## src/design/tcsi_pkg.sv

```systemverilog
// ****************************************************************
// constants and types of the channel status block
// ****************************************************************
package tcsi_pkg;

  // register byte offsets
  localparam logic [4:0] TCSI_OFS_VALUE_C   = 5'h00;
  localparam logic [4:0] TCSI_OFS_STATUS    = 5'h04;
  localparam logic [4:0] TCSI_OFS_IRQ_SET   = 5'h08;
  localparam logic [4:0] TCSI_OFS_IRQ_CLEAR = 5'h0C;
  localparam logic [4:0] TCSI_OFS_IRQ_MASK  = 5'h10;

  // status field positions
  localparam int TCSI_POS_EVENTS   = 0;
  localparam int TCSI_POS_CLK_RUN  = 16;
  localparam int TCSI_POS_MIRROR_A = 17;
  localparam int TCSI_POS_MIRROR_B = 18;

  // reset values
  localparam logic [7:0]  TCSI_RST_FLAGS   = 8'h00;
  localparam logic [7:0]  TCSI_RST_MASK    = 8'h00;
  localparam logic [15:0] TCSI_RST_VALUE_C = 16'h0000;

  // flags that exist only in capture mode / only in waveform mode
  localparam logic [7:0] TCSI_CAPTURE_ONLY  = 8'h62;
  localparam logic [7:0] TCSI_WAVEFORM_ONLY = 8'h0C;

  typedef enum logic {
    TCSI_MODE_CAPTURE  = 1'b0,
    TCSI_MODE_WAVEFORM = 1'b1
  } tcsi_mode_e;

  // event byte, bit 0 at the bottom
  typedef struct packed {
    logic ext_trigger_flag;
    logic load_b_flag;
    logic load_a_flag;
    logic match_c_flag;
    logic match_b_flag;
    logic match_a_flag;
    logic load_overrun_flag;
    logic overflow_flag;
  } tcsi_events_s;

  // strobes from the counter, capture and waveform engines
  typedef struct packed {
    logic overflow;
    logic match_a;
    logic match_b;
    logic match_c;
    logic load_a;
    logic load_b;
    logic ext_trigger;
    logic value_a_read;
    logic value_b_read;
  } tcsi_strobes_s;

endpackage : tcsi_pkg

```

## src/design/tcsi_top.sv

```systemverilog
`timescale 1ns/10ps
// Overview of operation
// event flags bits 0..7 in fixed order
// clock status bit 16, mirrors bits 17,18
// overflow flag sticky until status read
// capture mode double load sets overrun
// waveform compare A/B flags, else zero
// compare C flag in either mode
// capture load A/B flags, else zero
// external trigger flag sticky until read
// clock running bit is live level
// line A mirror: pin or driven level
// line B mirror: pin or driven level
// enable-set write sets mask bits
// enable-clear write clears mask bits
// mask register reads enabled sources
// value C reads current contents
// mode bit zero capture, one waveform
// irq while enabled flag set
// event during status read kept
module tcsi_top
  import tcsi_pkg::*;
#(
  parameter int VALUE_W = 16
) (
  // clock and reset
  input  wire logic               ref_clk,
  input  wire logic               rst_n,
  // avalon-mm slave
  input  wire logic [4:0]         avs_address,
  input  wire logic               avs_read,
  input  wire logic               avs_write,
  input  wire logic [31:0]        avs_writedata,
  input  wire logic [3:0]         avs_byteenable,
  output logic      [31:0]        avs_readdata,
  output logic                    avs_waitrequest,
  // engine side
  input  wire tcsi_strobes_s      engine_strobes,
  input  wire logic               waveform_mode,
  input  wire logic               clock_enabled,
  input  wire logic               line_a_drive,
  input  wire logic               line_b_drive,
  output logic      [VALUE_W-1:0] value_c_reg,
  // pins
  input  wire logic               io_line_a,
  input  wire logic               io_line_b,
  // interrupt
  output logic                    channel_irq
);

  // ****************************************************************
  // bus handshake
  // ****************************************************************
  logic         ack_reg;
  logic         req;
  logic         acc_rd;
  logic         acc_wr;
  logic [4:0]   word_ofs;
  logic [7:0]   reported_reg;

  assign req             = avs_read | avs_write;
  assign avs_waitrequest = req & ~ack_reg;
  assign acc_rd          = avs_read & ack_reg;
  assign acc_wr          = avs_write & ack_reg;
  assign word_ofs        = {avs_address[4:2], 2'b00};

  // one wait state per access
  always_ff @(posedge ref_clk or negedge rst_n) begin
    if (!rst_n) begin
      ack_reg <= 1'b0;
    end else begin
      ack_reg <= req & ~ack_reg;
    end
  end

  // ****************************************************************
  // pin synchronisers
  // ****************************************************************
  logic [1:0] pin_meta_reg;
  logic [1:0] pin_sync_reg;

  always_ff @(posedge ref_clk or negedge rst_n) begin
    if (!rst_n) begin
      pin_meta_reg <= 2'b00;
      pin_sync_reg <= 2'b00;
    end else begin
      pin_meta_reg <= {io_line_b, io_line_a};
      pin_sync_reg <= pin_meta_reg;
    end
  end

  // ****************************************************************
  // mode and live status
  // ****************************************************************
  tcsi_mode_e mode;
  logic [7:0] mode_allow;
  logic       mirror_a;
  logic       mirror_b;

  assign mode       = tcsi_mode_e'(waveform_mode);
  assign mode_allow = (mode == TCSI_MODE_WAVEFORM) ? ~TCSI_CAPTURE_ONLY
                                                   : ~TCSI_WAVEFORM_ONLY;
  assign mirror_a   = (mode == TCSI_MODE_WAVEFORM) ? line_a_drive : pin_sync_reg[0];
  assign mirror_b   = (mode == TCSI_MODE_WAVEFORM) ? line_b_drive : pin_sync_reg[1];

  // ****************************************************************
  // load overrun tracking
  // ****************************************************************
  logic pend_a_reg;
  logic pend_b_reg;
  logic overrun;

  assign overrun = (engine_strobes.load_a & pend_a_reg & ~engine_strobes.value_a_read)
                 | (engine_strobes.load_b & pend_b_reg & ~engine_strobes.value_b_read);

  always_ff @(posedge ref_clk or negedge rst_n) begin
    if (!rst_n) begin
      pend_a_reg <= 1'b0;
      pend_b_reg <= 1'b0;
    end else begin
      pend_a_reg <= engine_strobes.load_a | (pend_a_reg & ~engine_strobes.value_a_read);
      pend_b_reg <= engine_strobes.load_b | (pend_b_reg & ~engine_strobes.value_b_read);
    end
  end

  // ****************************************************************
  // sticky event flags
  // ****************************************************************
  tcsi_events_s set_evt;
  logic [7:0]   flags_reg;
  logic [7:0]   flags_next;
  logic [7:0]   flags_vis;
  logic [7:0]   clr_bits;

  always_comb begin
    set_evt                   = '0;
    set_evt.overflow_flag     = engine_strobes.overflow;
    set_evt.load_overrun_flag = overrun;
    set_evt.match_a_flag      = engine_strobes.match_a;
    set_evt.match_b_flag      = engine_strobes.match_b;
    set_evt.match_c_flag      = engine_strobes.match_c;
    set_evt.load_a_flag       = engine_strobes.load_a;
    set_evt.load_b_flag       = engine_strobes.load_b;
    set_evt.ext_trigger_flag  = engine_strobes.ext_trigger;
  end

  // read clears only the bits it reported; write one also clears
  always_comb begin
    clr_bits = 8'h00;
    if (acc_rd && word_ofs == TCSI_OFS_STATUS) begin
      clr_bits = reported_reg;
    end else if (acc_wr && word_ofs == TCSI_OFS_STATUS && avs_byteenable[0]) begin
      clr_bits = avs_writedata[7:0];
    end
  end

  assign flags_next = (flags_reg & ~clr_bits) | (set_evt & mode_allow);
  assign flags_vis  = flags_reg & mode_allow;

  always_ff @(posedge ref_clk or negedge rst_n) begin
    if (!rst_n) begin
      flags_reg <= TCSI_RST_FLAGS;
    end else begin
      flags_reg <= flags_next;
    end
  end

  // ****************************************************************
  // interrupt mask
  // ****************************************************************
  logic [7:0] mask_reg;

  always_ff @(posedge ref_clk or negedge rst_n) begin
    if (!rst_n) begin
      mask_reg <= TCSI_RST_MASK;
    end else if (acc_wr && avs_byteenable[0]) begin
      if (word_ofs == TCSI_OFS_IRQ_SET) begin
        mask_reg <= mask_reg | avs_writedata[7:0];
      end else if (word_ofs == TCSI_OFS_IRQ_CLEAR) begin
        mask_reg <= mask_reg & ~avs_writedata[7:0];
      end
    end
  end

  assign channel_irq = |(flags_vis & mask_reg);

  // ****************************************************************
  // compare value c
  // ****************************************************************
  always_ff @(posedge ref_clk or negedge rst_n) begin
    if (!rst_n) begin
      value_c_reg <= VALUE_W'(TCSI_RST_VALUE_C);
    end else if (acc_wr && word_ofs == TCSI_OFS_VALUE_C) begin
      for (int b = 0; b < 4; b++) begin
        if (avs_byteenable[b] && b * 8 < VALUE_W) begin
          for (int i = 0; i < 8; i++) begin
            if (b * 8 + i < VALUE_W) begin
              value_c_reg[b*8+i] <= avs_writedata[b*8+i];
            end
          end
        end
      end
    end
  end

  // ****************************************************************
  // read data
  // ****************************************************************
  logic [31:0] rd_mux;

  always_comb begin
    rd_mux = 32'h0000_0000;
    unique case (word_ofs)
      TCSI_OFS_VALUE_C: begin
        rd_mux[VALUE_W-1:0] = value_c_reg;
      end
      TCSI_OFS_STATUS: begin
        rd_mux[TCSI_POS_EVENTS +: 8]  = flags_vis;
        rd_mux[TCSI_POS_CLK_RUN]      = clock_enabled;
        rd_mux[TCSI_POS_MIRROR_A]     = mirror_a;
        rd_mux[TCSI_POS_MIRROR_B]     = mirror_b;
      end
      TCSI_OFS_IRQ_MASK: begin
        rd_mux[7:0] = mask_reg;
      end
      default: begin
        rd_mux = 32'h0000_0000;
      end
    endcase
  end

  always_ff @(posedge ref_clk or negedge rst_n) begin
    if (!rst_n) begin
      avs_readdata <= 32'h0000_0000;
      reported_reg <= 8'h00;
    end else if (avs_read && !ack_reg) begin
      avs_readdata <= rd_mux;
      reported_reg <= (word_ofs == TCSI_OFS_STATUS) ? flags_vis : 8'h00;
    end
  end

endmodule : tcsi_top

```

## config.mk

```make
export PLATFORM = sky130hd
export DESIGN_NAME = tcsi_top
export DESIGN_NICKNAME = d
export VERILOG_FILES = /design/src/design/tcsi_pkg.sv /design/src/design/tcsi_top.sv
export SDC_FILE = /design/constraint.sdc
export NUM_CORES = 1
export LEC_CHECK = 0
export BUFFER_PORTS_ARGS = -buffer_cell sky130_fd_sc_hd__buf_2
export CAP_MARGIN = 10
export CORE_UTILIZATION = 35
export DETAILED_ROUTE_END_ITERATION = 12
export PLACE_DENSITY = 0.59
export SLEW_MARGIN = 30
export SYNTH_ARGS = -nofsm -noshare
export SYNTH_HDL_FRONTEND = slang
export SYNTH_SLANG_ARGS = --single-unit
```

## constraint.sdc

```tcl
create_clock -name ref_clk -period 3.6 [get_ports ref_clk]
set_input_delay 1.08 -clock ref_clk [delete_from_list [all_inputs] [get_ports ref_clk]]
set_output_delay 1.08 -clock ref_clk [all_outputs]
set_load 0.03 [all_outputs]
```

==> results of run 1 <==
## cell usage after synthesis (3+ instances only)
library cell	count	area (um^2)
buf_2	6	30.0
a32o_1	6	60.1
nor2b_1	4	25.0
dfrtp_1	66	1650
nand3_1	18	90.1
inv_1	11	41.3
o2bb2ai_1	3	26.3
clkbuf_1	4	15.0
buf_4	19	143
nand4_1	8	50.1
o21ai_0	12	60.1
a31o_2	4	35.0
nor2_1	4	15.0
mux2_2	19	214
nand2_1	19	71.3
mux2i_1	13	130
a22o_1	17	149
## cell usage in the layout, fill, tap and decap left out, drive strengths merged, types with 3 or more instances in the layout
cell type,n
buf,82
nor2b,4
a32o,6
inv,11
o2bb2ai,3
o21ai,12
a31o,4
dfrtp,66
nand2,19
clkinv,5
nor2,4
clkbuf,9
mux2,19
nand3,19
conb,13
a22o,17
mux2i,13
nand4,8
## logic make-up after synthesis
kind of cell           Yosys count
AO/OA/AOI/OAI                   54
buffers and inverters           42
flip-flops                      66
multiplexers                    32
other                            1
AND/OR/NAND/NOR                 64
## final timing paths
check | start | endpoint | slack, ns | cells past startpoint
max in group asynchronous | rst_n | async pin | 2.38 | 3
worst max-delay path | waveform_mode | channel_irq | 0.65 | 5
worst min register to register | pin_meta_reg[1]$_DFF_PN0_ | pin_sync_reg[1]$_DFF_PN0_ | 0.36 | 0
min in group asynchronous | rst_n | pend_b_reg$_DFF_PN0_ | 0.67 | 2
worst max register to register | ack_reg$_DFF_PN0_ | value_c_reg[4]$_DFFE_PN0P_ | 1.49 | 3
worst min-delay path | pin_meta_reg[1]$_DFF_PN0_ | pin_sync_reg[1]$_DFF_PN0_ | 0.36 | 0
## power by group
group	total, mW	internal (mW)	switching [mW]
Combinational	0.406	0.142	0.264
Sequential	0.893	0.827	0.0652
Clock	0.615	0.318	0.297
Total	1.91	1.29	0.625
## layer usage
layer / up-vias / GRT usage, % / routed length (um)
met5: - / 0 / 0
met4: 0 / 3.73 / 38
met3: 5 / 6.00 / 418
met2: 76 / 28.0 / 3570
met1: 1106 / 22.9 / 3310
li1: 1071 / - / -
## stage by stage
step / area, um^2 / worst slack, ns / total power, mW / hold slack [ns] / instances
global route: 3700 / 0.608 / 2.01 / 0.368 / 443
floorplan: 3140 / 0.611 / 1.18 / 0.331 / 271
detailed placement: 3480 / 0.683 / 1.31 / 0.351 / 426
finish: 3700 / 0.649 / 1.91 / 0.363 / 443
global placement: 3480 / 0.674 / 1.30 / 0.334 / 426
CTS: 3670 / 0.680 / 1.93 / 0.368 / 442
## final cells by class
type | instances | area [um^2]
clock inverters | 7 | 70.1
repair buffers | 82 | 445
fillers | 832 | 4680
clock buffers | 9 | 124
inverters | 11 | 41.3
flip-flops and latches | 66 | 1650
well taps | 105 | 131
multi-input cells | 163 | 1230
==> impl_metrics.tcl, run 1 <==
set metrics [dict create \
    status "finished, final reports clean" \
    yosys_warnings 0 \
    vias 2258 \
    cp_max_fo 3 \
    syn_area_um2 3090 \
    synth_top_family_by_area "compound AO/OA/AOI/OAI gates" \
    post_cts_resized 0 \
    path_cells "buf_2 > inv_1 > o21ai_0 > o21bai_1 > buf_2" \
    place_hpwl_mm 5.21 \
    clk_pin_slew_ns 0.07 \
    drive_above_1_share_pct 37.6 \
    synth_edf_count 0 \
    root_buffer "clkbuf_8" \
    hold_buffers 0 \
    ys_seq_area_share_pct 53.4 \
    synth_cells 259 \
    startpoint_type "input pin" \
    totalWireLength_mm 7.34 \
    grt_max_degree 67 \
    async_flop_share_pct 100 \
    wl_per_cell_um 16.6 \
    syn_to_final_growth_pct 19.6 \
    grt_pass1_vias 2306 \
    drc 0 \
    clk_latency_ns 0.35 \
    worst_slew_pin_slew_ns 0.748 \
    ant_nets 0 \
    die_y_um 96.0 \
    final_util_pct 44.1 \
    portBuffers 76 \
    muxShareOfSynthArea_pct 11.1 \
    slew_headroom_pct 50.0 \
    gp_congestion 0.804 \
    die_area_um2 9210 \
    critical_path.top_delay_family "buffers and inverters" \
    synth_compound_area_share_pct 14.2 \
    arrival_ns 1.87 \
    hold_viol 0 \
    grt_usage_pct 17.5 \
    fmax_mhz 339 \
    finalNetCount 393 \
    critPathSlowestCell "o21ai_0" \
    period_share_pct 82.0 \
    core_um2 8380 \
    vdd_drop_max_mv 0.200 \
    dr.first_iter.drc_count 161 \
    fin_skew_ns 0.00673 \
    timing.setup.tns_ns 0 \
    cts.sinks 66 \
    p_leak_nw 1.81 \
    critPathRequiredTime_ns 2.52 \
    synth_area_per_cell_um2 11.9 \
    maxSlewViolCount 0 \
    cts_tree "done" \
    period_needed_ns 2.95 \
    grt_first_pass_wirelength_mm 11.8 \
    setup_viol 0 \
    max_cap_viol_count 0 \
    setup.worst_path.end_class "output pin" \
    cts_buffers 9 \
    grt-ovfl-total 0 \
    pin_count 110 \
    chipWidth_um 96.0 \
    viasPerCell 5.10 \
    rsz0062_at_grt "no" \
    path_buf_inv 3 \
    synth_ff_type "dfrtp_1" \
    crit_path_frequent_cell "buf_2" \
    row_count 33 \
    p_per_area_nw_per_um2 517 \
    synthAdderAreaFrac_pct 0 \
    hp-class "flop to flop" \
    synth_xor_area_share_pct 0 \
    synthSimpleGateAreaFrac_pct 13.0 \
    ctsLongestPathBuffers 2 \
    htree_num_levels 3 \
    post_cts_buffers 0 \
    dr.pass1.iters 4 \
    critPathKind "input pin to output pin" \
    synth_cell_types 36 \
    antenna_found_initial 0 \
    max_stage_delay_ns 0.23 \
    diodes 0 \
    ys_seq_elements 66 \
    initial_core_util_pct 36.9 \
]
Note: power is estimated with default switching activity, not from simulation.
==> run 2: changes to the inputs <==
--- a/config.mk
+++ b/config.mk
@@ -9,7 +9,7 @@
 export CAP_MARGIN = 10
 export CORE_UTILIZATION = 35
 export DETAILED_ROUTE_END_ITERATION = 12
-export PLACE_DENSITY = 0.59
+export PLACE_DENSITY = 0.61
 export SLEW_MARGIN = 30
 export SYNTH_ARGS = -nofsm -noshare
 export SYNTH_HDL_FRONTEND = slang
==> constraint.sdc (replaced) <==
create_clock -name ref_clk -period 2.4 [get_ports ref_clk]
set_input_delay 0.72 -clock ref_clk [delete_from_list [all_inputs] [get_ports ref_clk]]
set_output_delay 0.72 -clock ref_clk [all_outputs]
set_load 0.03 [all_outputs]
==> impl_metrics.tcl, run 2 (synthesis results as in run 1) <==
set metrics [dict create \
    chipWidth_um 96.0 \
    maxSlewViolCount 0 \
    dr.first_iter.drc_count 83 \
    cts.sinks 66 \
    clk_pin_slew_ns 0.08 \
    hold_buffers 0 \
    gp_congestion 0.826 \
    setup_viol 0 \
    root_buffer "clkbuf_8" \
    initial_core_util_pct 36.9 \
    row_count 33 \
    period_share_pct 97.6 \
    power.share.clock_pct 35.1 \
    grt_pass1_vias 2158 \
    fin_ws_ns 0.0585 \
    dr.pass1.iters 4 \
    p_per_area_nw_per_um2 800 \
    setup.worst_path.end_class "output pin" \
    antenna_found_initial 0 \
    drive_above_1_share_pct 38.5 \
    portBuffers 76 \
    max_stage_delay_ns 0.44 \
    grt-ovfl-total 0 \
    finalNetCount 398 \
    power.total_mw 3.00 \
    wl_per_cell_um 16.0 \
    final_cell_area_um2 3750 \
    grt_max_degree 48 \
    vdd_drop_max_mv 0.357 \
    diodes 0 \
    cts_buffers 9 \
    placed_area_um2 3520 \
    grt_usage_pct 16.8 \
    cts_tree "done" \
    p_sw_mw 0.928 \
    final_common_cell "buf_2" \
    core_um2 8380 \
    seqCellArea_um2 1650 \
    hold_viol 0 \
    critPathSlowestCell "dfrtp_1" \
    vias 2295 \
    fmax_mhz 427 \
    htree_num_levels 3 \
    viasPerCell 5.12 \
    worst_slew_pin_slew_ns 0.599 \
    ant_nets 0 \
    status "finished, final reports clean" \
    die_area_um2 9210 \
    final_cell_mix "buf_2 (76), dfrtp_1 (66), mux2_2 (19), nand2_1 (19), nand3_1 (18)" \
    p_leak_nw 1.84 \
    internal_power_mw 2.07 \
    clk_latency_ns 0.34 \
    multi_input_area_um2 1230 \
    max_cap_viol_count 0 \
    slew_headroom_pct 60.1 \
    syn_to_final_growth_pct 21.2 \
    drc 0 \
    period_needed_ns 2.34 \
    pin_count 110 \
    cp_max_fo 4 \
    totalWireLength_mm 7.16 \
    critPathKind "flop to output pin" \
    grt_first_pass_wirelength_mm 11.3 \
    netSwitchingFraction_pct 30.9 \
    arrival_ns 1.62 \
    n_fill_cell 803 \
    fin_skew_ns 0.0123 \
    power_frac_seq_pct 44.6 \
    critPathRequiredTime_ns 1.68 \
    timing.setup.tns_ns 0 \
    die_y_um 96.0 \
    place_ws_ns 0.222 \
    rsz0062_at_grt "no" \
    startpoint_type "flop" \
    place_hpwl_mm 5.24 \
    hp-class "input pin to async pin" \
    final_util_pct 44.7 \
    ctsLongestPathBuffers 2 \
    combinationalPowerShare_pct 20.3 \
    path_cells "a222oi_1 > o21ai_1 > o21bai_1 > buf_2" \
]
==> run 2: changes by cell type in the layout (fill, tap and decap cells not counted), sizes merged <==
| cell | previous run | this run |
|---|---|---|
| clkinv | 5 | 3 |
| bufinv | 1 | 2 |
| clkbuf | 9 | 10 |
| buf | 82 | 87 |
==> run 2: routing by layer <==
metal,vias to the layer above,share of wire (%),GRT usage [%]
li1,1073,-,-
met1,1126,47,21.7
met2,89,46,26.7
met3,7,5.8,5.53
met4,0,0.96,4.85
met5,-,0,0
==> run 2: final timing paths <==
kind / from / endpoint / slack [ns] / depth (start not counted)
hold / removal: rst_n / pend_a_reg$_DFF_PN0_ / 0.34 / 2
hold reg to reg: pin_meta_reg[0]$_DFF_PN0_ / pin_sync_reg[0]$_DFF_PN0_ / 0.35 / 0
setup reg to reg: ack_reg$_DFF_PN0_ / value_c_reg[2]$_DFFE_PN0P_ / 0.56 / 3
setup / recovery: flags_reg[4]$_DFF_PN0_ / channel_irq / 0.06 / 4
min in group ref_clk: pin_meta_reg[0]$_DFF_PN0_ / pin_sync_reg[0]$_DFF_PN0_ / 0.35 / 0
max in group asynchronous: rst_n / async pin / 1.50 / 2
==> run 2: per-stage QoR <==
stage	hold slack, ns	std cells
floorplan	0.331	271
global placement	0.335	432
detailed placement	0.340	432
CTS	0.329	448
global route	0.330	448
finish	0.336	448
==> run 2: layout make-up <==
type,instances,area share [%]
well taps,105,3.50
multi-input cells,163,32.9
repair buffers,87,12.3
clock buffers,10,3.67
clock inverters,6,2.40
inverters,11,1.10
flip-flops and latches,66,44.1
==> run 2: power groups by stage <==
stage                     Combinational [mW]  Clock, mW  Sequential, mW
final                                  0.608       1.05            1.34
after global routing                   0.661       1.13            1.35
after CTS                              0.617       1.08            1.34
after detailed placement               0.616          0            1.36
after global placement                 0.607          0            1.35
after floorplan                        0.273          0            1.50
==> run 2: worst max-delay path: cells and delay by family, from the launching register on <==
family	cells	cell delay (ns)
buffers and inverters	1	0.19
AOI/OAI and AO/OA	3	0.65
DFF	1	0.44
==> run 2: what timing repair did <==
item | CTS | global route
endpoints found under the setup margin | 0 | 1
setup buffers | 0 | 0
resized for setup | 0 | 1
==> run 3: changes to the inputs <==
--- a/config.mk
+++ b/config.mk
@@ -7,6 +7,7 @@
 export LEC_CHECK = 0
 export BUFFER_PORTS_ARGS = -buffer_cell sky130_fd_sc_hd__buf_2
 export CAP_MARGIN = 10
+export CORE_MARGIN = 2
 export CORE_UTILIZATION = 35
 export DETAILED_ROUTE_END_ITERATION = 12
 export PLACE_DENSITY = 0.61
==> impl_metrics.tcl, run 3 (synthesis results as in run 1) <==
set metrics [dict create \
    die_area_um2 9600 \
    drive_above_1_share_pct 38.7 \
    layoutNonFillerInstCount 452 \
    grt-ovfl-total 0 \
    seqCellArea_um2 1650 \
    gp_congestion 0.881 \
    use_met1_pct 21.8 \
    row_count 34 \
    viasPerCell 4.98 \
    grt_first_pass_wirelength_mm 11.7 \
    htree_num_levels 3 \
    totalWireLength_mm 7.22 \
    hold_viol 0 \
    hp-class "input pin to async pin" \
    final_cell_mix "buf_2 (75), dfrtp_1 (66), mux2_2 (19), nand2_1 (19), nand3_1 (18)" \
    grt_util_met3_pct 4.72 \
    pin_count 110 \
    vias 2252 \
    cts_tree "done" \
    place_inst 436 \
    rsz0062_at_grt "no" \
    diodes 0 \
    vdd_drop_max_mv 0.337 \
    period_needed_ns 2.29 \
    place_ws_ns 0.221 \
    maxSlewViolCount 0 \
    power.total_mw 2.87 \
    final_util_pct 43.4 \
    period_share_pct 95.3 \
    arrival_ns 1.57 \
    clk_pin_slew_ns 0.07 \
    grt.busiest_layer "met2" \
    finalNetCount 399 \
    critPathKind "flop to output pin" \
    slew_headroom_pct 61.2 \
    antenna_found_initial 0 \
    grt_usage_pct 15.6 \
    grt_pass1_vias 2250 \
    drc 0 \
    placed_area_um2 3540 \
    setup_viol 0 \
    cp_max_fo 4 \
    syn_to_final_growth_pct 21.3 \
    cts.sinks 66 \
    timing.hold.ws_ns 0.323 \
    cts_buffers 9 \
    wl_per_cell_um 16.0 \
    worst_slew_pin_slew_ns 0.577 \
    dr.first_iter.drc_count 91 \
    die_y_um 98.0 \
    ctsLongestPathBuffers 2 \
    portBuffers 76 \
    max_cap_viol_count 0 \
    clk_latency_ns 0.34 \
    root_buffer "clkbuf_8" \
    chipWidth_um 98.0 \
    status "finished, final reports clean" \
    final_common_cell "buf_2" \
    fin_ws_ns 0.112 \
    use_met2_pct 23.9 \
    dr.pass1.iters 4 \
    startpoint_type "flop" \
    setup.worst_path.end_class "output pin" \
    ant_nets 0 \
    place_hpwl_mm 5.34 \
    initial_core_util_pct 35.8 \
    p_leak_nw 1.84 \
    core_um2 8640 \
    multi_input_area_um2 1240 \
    n_fill_cell 837 \
    fin_skew_ns 0.00848 \
    critPathRequiredTime_ns 1.68 \
    grt_max_degree 37 \
    fmax_mhz 437 \
    p_per_area_nw_per_um2 766 \
    post_cts_buffers 0 \
    final_cell_area_um2 3750 \
    timing.setup.tns_ns 0 \
]
## run 3: changes by cell type in the layout (fill, tap and decap cells not counted)
cell        before  now
buf_12           0    1
clkinvlp_4       1    0
buf_6            0    1
clkinv_2         1    3
bufinv_16        2    1
buf_2           76   75
clkbuf_1         0    1
o21bai_2         0    1
clkinv_4         2    1
o21bai_1         1    0
## run 3: path summary, 6_finish.rpt
check / from / slack [ns] / depth (start not counted) / to
max in group asynchronous: rst_n / 1.51 / 2 / avs_readdata[0]$_DFFE_PN0P_
max reg2reg: ack_reg$_DFF_PN0_ / 0.56 / 3 / value_c_reg[5]$_DFFE_PN0P_
min in group ref_clk: pin_meta_reg[0]$_DFF_PN0_ / 0.35 / 0 / pin_sync_reg[0]$_DFF_PN0_
min: rst_n / 0.32 / 1 / pend_b_reg$_DFF_PN0_
min reg2reg: pin_meta_reg[0]$_DFF_PN0_ / 0.35 / 0 / pin_sync_reg[0]$_DFF_PN0_
max: flags_reg[4]$_DFF_PN0_ / 0.11 / 4 / channel_irq
## run 3: cell type report
type	instances	area share (%)
flip-flops and latches	66	44.0
clock buffers	11	3.77
multi-input cells	163	33.0
clock inverters	5	1.43
well taps	108	3.60
repair buffers	88	13.0
inverters	11	1.10
## run 3: layer usage
metal,share of wire [%],up-vias
li1,-,1075
met4,1.3,0
met3,7.5,11
met2,46,81
met5,0,-
met1,45,1085
## run 3: where the power goes
part | total [mW] | internal, mW | switching (mW) | leakage (nW)
combinational | 0.611 | 0.218 | 0.393 | 0.928
clock | 0.924 | 0.505 | 0.419 | 0.103
sequential | 1.34 | 1.24 | 0.0970 | 0.809
total | 2.87 | 1.96 | 0.909 | 1.84
## run 3: timing repair
action	in CTS	in global routing
resized for setup	0	5
hold buffers	0	0
setup endpoints to repair	0	1
## run 3: critical path, stage by stage (launching register included)
cell and delay, ns:
dfrtp_1 0.43, a222oi_1 0.33, o21ai_1 0.11, o21bai_2 0.21, buf_6 0.15
